### src/ppm_pkg.sv
// Package for the profile-position sequencer: offsets, control bits, status bits, timing
package ppm_pkg;

	// ****************************************************************
	// Object offsets and bit positions
	// ****************************************************************
	localparam logic [15:0] PPM_CTRL_OFS       = 16'h6040;
	localparam logic [15:0] PPM_STAT_OFS       = 16'h6041;
	localparam logic [7:0]  PPM_MODE_PROFILE   = 8'h01;
	localparam int          PPM_CW_NEW_SP      = 4;
	localparam int          PPM_CW_IMMEDIATE   = 5;
	localparam int          PPM_CW_RELATIVE    = 6;
	localparam int          PPM_CW_HALT        = 8;
	localparam int          PPM_CW_CHANGE_SP   = 9;
	localparam int          PPM_SW_REACHED     = 10;
	localparam int          PPM_SW_LIMIT       = 11;
	localparam int          PPM_SW_ACK         = 12;
	localparam int          PPM_SW_FOLLOW      = 13;
	localparam logic [15:0] PPM_CTRL_RESET     = 16'h0000;
	localparam logic [15:0] PPM_STAT_RESET     = 16'h0000;

	// ****************************************************************
	// Timing
	// ****************************************************************
	localparam int          PPM_CLK_MHZ        = 200;
	localparam int          PPM_CYCLE_US       = 1000;
	localparam int          PPM_CYCLE_CLKS     = PPM_CYCLE_US * PPM_CLK_MHZ;
	localparam logic [31:0] PPM_POS_RESET      = 32'h0000_0000;

	// ****************************************************************
	// Types
	// ****************************************************************
	typedef struct packed {
		logic signed [31:0] target;
		logic        [31:0] velocity;
		logic        [31:0] accel;
		logic        [31:0] decel;
		logic               relative;
	} ppm_cmd_t;

	typedef struct packed {
		logic [1:0] rel_ref;   // Relative reference select
		logic [1:0] auto_clr;  // Self-clear of new set-point bit
	} ppm_opt_t;

	typedef enum logic [1:0] {
		PPM_IDLE,
		PPM_MOVE,
		PPM_HALTED,
		PPM_SETTLE
	} ppm_state_t;

endpackage : ppm_pkg

### src/ppm_tick.sv
// Application-cycle tick generator for the profile-position sequencer
module ppm_tick
	import ppm_pkg::*;
#(
	parameter int CYCLE_CLKS = PPM_CYCLE_CLKS
)
(
	input  wire logic clk,
	input  wire logic rst_n,
	input  wire logic ce,
	output      logic tick
);

	localparam int CW = $clog2(CYCLE_CLKS);
	logic [CW-1:0] cnt_q;
	logic [CW-1:0] cnt_d;

	// ****************************************************************
	// Divider
	// ****************************************************************

	// Free-running count; one pulse per application cycle
	always_comb begin
		tick  = (cnt_q == CW'(CYCLE_CLKS - 1));
		cnt_d = tick ? '0 : cnt_q + CW'(1);
	end

	always_ff @(posedge clk or negedge rst_n) begin
		if (!rst_n) begin
			cnt_q <= '0;
		end else if (ce) begin
			cnt_q <= cnt_d;
		end
	end

endmodule : ppm_tick

### src/ppm_seq.sv
// Profile-position sequencer: control word, status word, pending-target slot and move tracker
module ppm_seq
	import ppm_pkg::*;
#(
	parameter int CYCLE_CLKS = PPM_CYCLE_CLKS
)
(
	input  wire logic               MCLK,
	input  wire logic               RESETN,
	input  wire logic               CE,
	input  wire logic               CTRL_WE,
	input  wire logic [15:0]        CTRL_WDATA,
	output      logic [15:0]        CTRL_RDATA,
	output      logic [15:0]        STATUS,
	input  wire logic [7:0]         OPERATING_MODE_SELECT,
	input  wire ppm_cmd_t           NEW_CMD,
	input  wire ppm_opt_t           POS_OPTION,
	input  wire logic signed [31:0] LIMIT_MIN,
	input  wire logic signed [31:0] LIMIT_MAX,
	input  wire logic [31:0]        END_VELOCITY,
	input  wire logic [31:0]        WINDOW,
	input  wire logic [15:0]        WINDOW_TIME,
	input  wire logic [31:0]        FOLLOW_WINDOW,
	input  wire logic [15:0]        FOLLOW_TIMEOUT,
	input  wire logic               CLOSED_LOOP,
	input  wire logic               RAMP_REACHABLE,
	input  wire logic signed [31:0] ACTUAL_POS,
	input  wire logic signed [31:0] DEMAND_POS,
	input  wire logic               MOTION_DONE,
	output      ppm_cmd_t           ACTIVE_CMD,
	output      logic [31:0]        FINAL_VELOCITY,
	output      logic               HALT_REQ,
	output      logic               MOVE_START
);

	// ****************************************************************
	// Declarations
	// ****************************************************************
	logic               tick;
	logic [15:0]        ctrl_q,    ctrl_d;
	logic [15:0]        stat_q,    stat_d;
	logic               nsp_q,     nsp_d;
	logic               mode_q,    mode_d;
	ppm_state_t         st_q,      st_d;
	ppm_cmd_t           act_q,     act_d;
	ppm_cmd_t           pend_q,    pend_d;
	logic               pend_v_q,  pend_v_d;
	logic               pass_q,    pass_d;
	logic signed [31:0] base_q,    base_d;
	logic signed [31:0] samp_q,    samp_d;
	logic [15:0]        win_cnt_q, win_cnt_d;
	logic [15:0]        fe_cnt_q,  fe_cnt_d;
	logic [31:0]        fvel_q,    fvel_d;
	logic               start_q,   start_d;

	// ****************************************************************
	// Cycle tick
	// ****************************************************************
	// Default is the 1 ms cycle; a shorter count only serves quick simulation
	ppm_tick #(.CYCLE_CLKS(CYCLE_CLKS)) u_tick (
		.clk   (MCLK),
		.rst_n (RESETN),
		.ce    (CE),
		.tick  (tick)
	);

	// ****************************************************************
	// Helpers
	// ****************************************************************

	// Absolute difference, used for both tolerance windows
	function automatic logic [31:0] ppm_absdiff(input logic signed [31:0] a,
		input logic signed [31:0] b);
		logic signed [31:0] d;
		d = a - b;
		return d[31] ? 32'(-d) : 32'(d);
	endfunction : ppm_absdiff

	// ****************************************************************
	// Sequencer
	// ****************************************************************

	// All decisions run on the cycle tick so sub-cycle glitches vanish
	always_comb begin
		logic               in_mode;
		logic               trig;
		logic               accept;
		logic signed [31:0] tgt;
		logic signed [31:0] ref_pos;
		logic               outside;
		logic               heads_in;
		ppm_cmd_t           cmd;
		in_mode   = 1'b0;
		trig      = 1'b0;
		accept    = 1'b0;
		tgt       = '0;
		ref_pos   = '0;
		outside   = 1'b0;
		heads_in  = 1'b0;
		cmd       = NEW_CMD;
		ctrl_d    = CTRL_WE ? CTRL_WDATA : ctrl_q;
		stat_d    = stat_q;
		nsp_d     = nsp_q;
		mode_d    = mode_q;
		st_d      = st_q;
		act_d     = act_q;
		pend_d    = pend_q;
		pend_v_d  = pend_v_q;
		pass_d    = pass_q;
		base_d    = base_q;
		samp_d    = samp_q;
		win_cnt_d = win_cnt_q;
		fe_cnt_d  = fe_cnt_q;
		fvel_d    = fvel_q;
		start_d   = 1'b0;
		if (tick) begin
			in_mode = (OPERATING_MODE_SELECT == PPM_MODE_PROFILE);
			mode_d  = in_mode;
			samp_d  = ACTUAL_POS;
			// Edge on bit 4, or level when just entering the mode
			trig    = in_mode && ctrl_q[PPM_CW_NEW_SP] &&
				(!nsp_q || !mode_q);
			nsp_d   = ctrl_q[PPM_CW_NEW_SP];
			// Relative reference: last target, or actual sample
			ref_pos = (POS_OPTION.rel_ref == 2'b00) ? base_q : samp_q;
			// Control bit 6 picks relative; the command's own flag is not used
			tgt     = ctrl_q[PPM_CW_RELATIVE] ? ref_pos + NEW_CMD.target : NEW_CMD.target;
			outside = (samp_q < LIMIT_MIN) || (samp_q > LIMIT_MAX);
			heads_in = (samp_q < LIMIT_MIN) ? (tgt > samp_q) : (tgt < samp_q);
			// Clamp to software limits
			if (tgt < LIMIT_MIN) begin
				tgt = LIMIT_MIN;
			end else if (tgt > LIMIT_MAX) begin
				tgt = LIMIT_MAX;
			end
			cmd.target   = tgt;
			cmd.relative = 1'b0;
			// Refuse when acknowledge still set, slot full without the immediate bit, or unreachable
			accept = trig && !stat_q[PPM_SW_ACK] && (!outside || heads_in) &&
				(ctrl_q[PPM_CW_IMMEDIATE] || st_q == PPM_IDLE || !pend_v_q);
			if (accept) begin
				stat_d[PPM_SW_ACK]     = 1'b1;
				stat_d[PPM_SW_REACHED] = 1'b0;
				if (ctrl_q[PPM_CW_IMMEDIATE] || st_q == PPM_IDLE) begin
					act_d    = cmd;
					pend_v_d = 1'b0;
					base_d   = tgt;
					st_d     = ctrl_q[PPM_CW_HALT] ? PPM_HALTED : PPM_MOVE;
					start_d  = 1'b1;
				end else begin
					pend_d   = cmd;
					pend_v_d = 1'b1;
					base_d   = tgt;
				end
				// Self-clear of the new set-point bit
				if (POS_OPTION.auto_clr != 2'b00) begin
					ctrl_d[PPM_CW_NEW_SP] = 1'b0;
				end
			end else if (!ctrl_q[PPM_CW_NEW_SP]) begin
				// Acknowledge follows the request bit; it drops once bit 4 reads low, whether or not the slot is free
				stat_d[PPM_SW_ACK] = 1'b0;
			end
			// Pass-through only when ramp speed reachable at target
			pass_d = ctrl_q[PPM_CW_CHANGE_SP] && !ctrl_q[PPM_CW_IMMEDIATE] &&
				RAMP_REACHABLE;
			// No braking before a pending target when passing through
			fvel_d = (pend_v_q && pass_d) ? act_q.velocity :
				(pend_v_q ? END_VELOCITY : 32'h0000_0000);
			// A direct start owns the state this tick, so the old state's exits are skipped
			unique case (start_d ? PPM_IDLE : st_q)
				PPM_IDLE: begin
				end
				PPM_MOVE: begin
					if (ctrl_q[PPM_CW_HALT]) begin
						st_d = PPM_HALTED;
					end else if (MOTION_DONE) begin
						// A target queued on this very tick is promoted too, never stranded
						if (pend_v_d) begin
							act_d    = pend_d;
							pend_v_d = 1'b0;
							start_d  = 1'b1;
						end else begin
							st_d      = PPM_SETTLE;
							win_cnt_d = '0;
						end
					end
				end
				PPM_HALTED: begin
					if (!ctrl_q[PPM_CW_HALT]) begin
						st_d    = PPM_MOVE;
						start_d = 1'b1;
					end
				end
				PPM_SETTLE: begin
					// Window time counted in application cycles
					if (pend_v_d) begin
						// A target queued while settling starts at once
						act_d    = pend_d;
						pend_v_d = 1'b0;
						st_d     = PPM_MOVE;
						start_d  = 1'b1;
					end else if (ppm_absdiff(samp_q, act_q.target) > WINDOW) begin
						win_cnt_d = '0;
					end else if (win_cnt_q >= WINDOW_TIME) begin
						stat_d[PPM_SW_REACHED] = 1'b1;
						st_d = PPM_IDLE;
					end else begin
						win_cnt_d = win_cnt_q + 16'h0001;
					end
				end
			endcase
			// Demand beyond software limits
			stat_d[PPM_SW_LIMIT] = (DEMAND_POS < LIMIT_MIN) || (DEMAND_POS > LIMIT_MAX);
			// Following error needs the window exceeded past the timeout
			if (CLOSED_LOOP && ppm_absdiff(ACTUAL_POS, DEMAND_POS) > FOLLOW_WINDOW) begin
				if (fe_cnt_q >= FOLLOW_TIMEOUT) begin
					stat_d[PPM_SW_FOLLOW] = 1'b1;
				end else begin
					fe_cnt_d = fe_cnt_q + 16'h0001;
				end
			end else begin
				fe_cnt_d = '0;
				stat_d[PPM_SW_FOLLOW] = 1'b0;
			end
		end
	end

	// Register everything; clock enable freezes the whole sequencer
	always_ff @(posedge MCLK or negedge RESETN) begin
		if (!RESETN) begin
			ctrl_q    <= PPM_CTRL_RESET;
			stat_q    <= PPM_STAT_RESET;
			nsp_q     <= 1'b0;
			mode_q    <= 1'b0;
			st_q      <= PPM_IDLE;
			act_q     <= '0;
			pend_q    <= '0;
			pend_v_q  <= 1'b0;
			pass_q    <= 1'b0;
			base_q    <= PPM_POS_RESET;
			samp_q    <= PPM_POS_RESET;
			win_cnt_q <= '0;
			fe_cnt_q  <= '0;
			fvel_q    <= '0;
			start_q   <= 1'b0;
		end else if (CE) begin
			ctrl_q    <= ctrl_d;
			stat_q    <= stat_d;
			nsp_q     <= nsp_d;
			mode_q    <= mode_d;
			st_q      <= st_d;
			act_q     <= act_d;
			pend_q    <= pend_d;
			pend_v_q  <= pend_v_d;
			pass_q    <= pass_d;
			base_q    <= base_d;
			samp_q    <= samp_d;
			win_cnt_q <= win_cnt_d;
			fe_cnt_q  <= fe_cnt_d;
			fvel_q    <= fvel_d;
			start_q   <= start_d;
		end
	end

	// ****************************************************************
	// Outputs
	// ****************************************************************
	assign CTRL_RDATA     = ctrl_q;
	assign STATUS         = stat_q;
	assign ACTIVE_CMD     = act_q;
	assign FINAL_VELOCITY = fvel_q;
	assign HALT_REQ       = (st_q == PPM_HALTED);
	assign MOVE_START     = start_q;

endmodule : ppm_seq

### config.mk
export PLATFORM = sky130hd
export DESIGN_NAME = ppm_seq
export DESIGN_NICKNAME = d
export VERILOG_FILES = /design/src/ppm_pkg.sv /design/src/ppm_tick.sv /design/src/ppm_seq.sv
export SDC_FILE = /design/constraint.sdc
export NUM_CORES = 2
export LEC_CHECK = 0
export BUFFER_PORTS_ARGS = -buffer_cell sky130_fd_sc_hd__buf_2
export CAP_MARGIN = 5
export CELL_PAD_IN_SITES_DETAIL_PLACEMENT = 1
export CELL_PAD_IN_SITES_GLOBAL_PLACEMENT = 2
export CORE_MARGIN = 3
export CORE_UTILIZATION = 34
export CTS_CLUSTER_SIZE = 28
export DETAILED_ROUTE_END_ITERATION = 8
export GPL_ROUTABILITY_DRIVEN = 0
export PLACE_DENSITY = 0.9
export SYNTH_ARGS = -nofsm -noshare
export SYNTH_HDL_FRONTEND = slang
export SYNTH_SLANG_ARGS = --single-unit
### constraint.sdc
create_clock -name MCLK -period 7.14 [get_ports MCLK]
set_input_delay 0.714 -clock MCLK [delete_from_list [all_inputs] [get_ports MCLK]]
set_output_delay 0.714 -clock MCLK [all_outputs]
set_load 0.03 [all_outputs]
==> out/qor.csv <==
stage,metric,value,unit
placed_design,preCtsSetupSlack,-267,ps
placed_design,place_hpwl,109000,um
die,die-area,0.104,sq mm
grt,grt_usage,25.2,%
worst_setup_path,crit_path_start,samp_q[0],
logic_synthesis,synthTopCellsByArea,"dfrtp_1 (32%), ha_1 (15%), nand2_1 (8.2%), o21ai_0 (4.8%), inv_1 (3.5%)",
clocking,clkTransAtPathRegs,60,ps
power_and_ir_drop,p_sw_share,34.8,%
worst_setup_path,cp-start-kind,flip-flop,
power_and_ir_drop,power.density,182,mW/mm^2
placed_design,port_buffers,601,
power_and_ir_drop,combPwrFrac,29.3,%
power_and_ir_drop,intPower,4.84,mW
logic_synthesis,ys_ff_latch,430,
worst_setup_path,crit_slowest_cell,nor2_4,
worst_setup_path,crit_chain,inv_1 > buf_4 > o21ai_0 > ha_1 > fa_1 > a21oi_1 > nor2_1 > nor3_1 > nor2_1 > a311oi_1 > nor3_1 > xnor2_1 > o21ai_0 > ha_1 > nand4_1 > nor4_1 > nand2_1 > o41ai_1 > mux2_2 > nor3_2 > nor2_4 > buf_4 > o2bb2a_1 > nand2_1,
worst_setup_path,reg2regPathDepth,24,
drt,dr_total_vias,33900,
status,outcome,"finished, final reports clean",
die,rows,115,
sta,fin_crit_sh,95.2,%
layout,num-fill-cells,12100,
worst_setup_path,worstPathMaxFanout,18,
worst_setup_path,crit_path_end,ACTIVE_CMD[116],
logic_synthesis,netlist_area,0.0342,sq mm
worst_setup_path,cpPeakStageDelay,540,ps
logic_synthesis,synthFlopType,dfrtp_1,
sta,max_freq,147,MHz
die,die_y,323,um
grt,grt-ovfl-total,0,
layout,synthToLayoutAreaGrowth,19.7,%
grt,grt_max_degree,168,
sta,hold_slack,152,ps
grt,grt_pass1_wl,205000,um
worst_setup_path,critPathKind,reg2reg,
logic_synthesis,yosys_warnings,0,
clocking,numClockSinks,430,
worst_setup_path,arrival,7370,ps
logic_synthesis,synth-async-reset-ratio,100,%
drt,via_per_inst,5.56,
power_and_ir_drop,clkPwrFrac,37.2,%
clocking,hold_buffers,0,
die,io_pins,615,
power_and_ir_drop,seqPwrFrac,33.5,%
logic_synthesis,synth_edf_count,0,
drt,drtIter0Drc,1852,
clocking,clock_path_buffers,3,
worst_hold_path,hp-class,in2async,
logic_synthesis,synth_common_cells,"nand2_1 (748), dfrtp_1 (430), ha_1 (415)",
layout,final_cells,6090,
power_and_ir_drop,vdd_ir_drop_max,0.187,mV
sta,period_minus_slack,6800,ps
layout,fin_util,41.3,%
drt,ant_nets,0,
sta,skew,76.4,ps
worst_setup_path,reg2reg_from,samp_q[0],
die,die_x,323,um
sta,tightestPinTransition,1140,ps
logic_synthesis,synth.most_common_cell,nand2_1,
sta,tns,0,ps
sta,setup_viol,0,
worst_setup_path,r2r_end,ACTIVE_CMD[116],
sta,slew_headroom,23.5,%
clocking,cts_tree,done,
run,cap_violations,0,
logic_synthesis,yosysTopAreaCellShare,31.5,%
grt,antenna_found_initial,57,
power_and_ir_drop,p_leak,21.0,nW
power_and_ir_drop,p_switching,2.58,mW
die,core_area,0.0990,sq mm
worst_setup_path,required,7710,ps
drt,drc_errors,0,
drt,wl,135000,um
clocking,clkLatencyLatePin,670,ps
layout,ff_latch_area,0.0108,sq mm
drt,wl_per_cell,22.2,um
logic_synthesis,seq_area_frac_synth,31.5,%
clocking,cts_setup_buffers,0,
clocking,cts_buffers,52,
layout,drive_above_1_share,18.8,%
sta,setup_slack,343,ps
placed_design,numPlacedInstances,5963,
sta,finalMaxSlewViolations,0,
layout,fin_nets,5568,
logic_synthesis,postSynthCellCount,4160,
grt,grt_pass1_vias,35200,
die,start_util,34.5,%
clocking,cts_resized,0,
logic_synthesis,syn_area_per_cell,8.21,sq um
logic_synthesis,synth_cell_types,104,
clocking,cts_root_buffer,clkbuf_16,
clocking,h-tree-depth,2,
sta,rsz0062_at_grt,no,
worst_setup_path,end_kind,flip-flop,
drt,firstDrtPassIters,5,
worst_setup_path,reg2reg_slack,340,ps
sta,hold_viol_final,0,
layout,multi_input_area,0.0215,sq mm
logic_synthesis,synth_top_cell_by_area,dfrtp_1,
## placed cells by master (no fill, tap or decap), types with 84 or more instances in the layout
cell type and n:
nand3_1 104, nor2_1 202, o21ai_0 324, xnor2_1 84
inv_1 318, a21o_1 100, a21oi_1 236, buf_2 600
ha_1 415, nand2_1 748, dfrtp_1 428
## logic make-up (layout without fill, tap and decap cells)
| family | count (synthesis) | after routing | share of synthesized area (%) |
|---|---|---|---|
| mux | 65 | 65 | 2.06 |
| xor+xnor | 142 | 142 | 3.66 |
| fa+ha+maj | 418 | 418 | 15.4 |
| simple gates | 1449 | 1449 | 19.3 |
| flops | 430 | 430 | 31.5 |
| other cells | 1 | 42 | 0.0110 |
| buf+inv | 506 | 1108 | 5.85 |
| compound gates | 1149 | 1149 | 22.2 |
## per-layer routing
| layer | track usage, % | routed length, um |
|---|---|---|
| met5 | 0 | 219 |
| met4 | 10.8 | 5810 |
| met3 | 5.64 | 8740 |
| met2 | 44.2 | 66400 |
| met1 | 29.7 | 54400 |
## power by group through the flow
| stage | combinational [mW] | clock (mW) | sequential [mW] |
|---|---|---|---|
| finish | 2.18 | 2.76 | 2.49 |
| global route | 2.41 | 2.92 | 2.49 |
| CTS | 2.17 | 2.82 | 2.49 |
| detailed placement | 2.15 | 0 | 2.53 |
| global placement | 2.09 | 0 | 2.53 |
| floorplan | 1.29 | 0 | 2.56 |
## final cells by class
cell class	instances	share of cell area, %
antenna	30	0.184
clock buffer	67	3.52
inverter	318	2.92
sequential	430	26.3
clock inverter	30	0.820
multi-input combinational	3235	52.7
timing repair buffer	693	9.59
tap	1287	3.94
## metrics by stage
step | total power, mW | cell area, sq um
6_report | 7.43 | 40900
5_1_grt | 7.82 | 40900
4_1_cts | 7.48 | 40800
3_5_place_dp | 4.69 | 39000
3_3_place_gp | 4.63 | 39000
2_1_floorplan | 3.84 | 34200
## critical path: cells and delay by family, from the launching register on
family	cells	cell delay [ps]
muxes	1	430
DFF	1	440
AOI/OAI and AO/OA	6	1680
buffers and inverters	3	660
adders and majority gates	3	1010
xor gates and xnor gates	1	310
and+or+nand+nor	10	2210
## registers in the layout, summed over array words and instances (netlist names)
| signal | flops |
|---|---|
| win_cnt_q | 16 |
| u_tick.cnt_q | 18 |
| st_q | 2 |
| CTRL_RDATA | 16 |
| MOVE_START | 1 |
| FINAL_VELOCITY | 32 |
| pend_q | 129 |
| ACTIVE_CMD | 129 |
| fe_cnt_q | 16 |
| nsp_q | 1 |
| base_q | 32 |
| samp_q | 32 |
| STATUS | 4 |
| mode_q | 1 |
| pend_v_q | 1 |
## worst min-delay path by stage
| stage | start | to | slack, ps | depth (start not counted) |
|---|---|---|---|---|
| 2_1_floorplan | RESETN | ACTIVE_CMD[0] | 420 | 0 |
| 3_3_place_gp | ACTIVE_CMD[51] | ACTIVE_CMD[51] | 440 | 2 |
| 3_5_place_dp | ACTIVE_CMD[36] | ACTIVE_CMD[36] | 450 | 2 |
| 4_1_cts | RESETN | pend_v_q | 120 | 1 |
| 5_1_grt | RESETN | pend_v_q | 170 | 1 |
| 6_report | RESETN | pend_q[97] | 150 | 1 |
(Power assumes the default switching activity.)
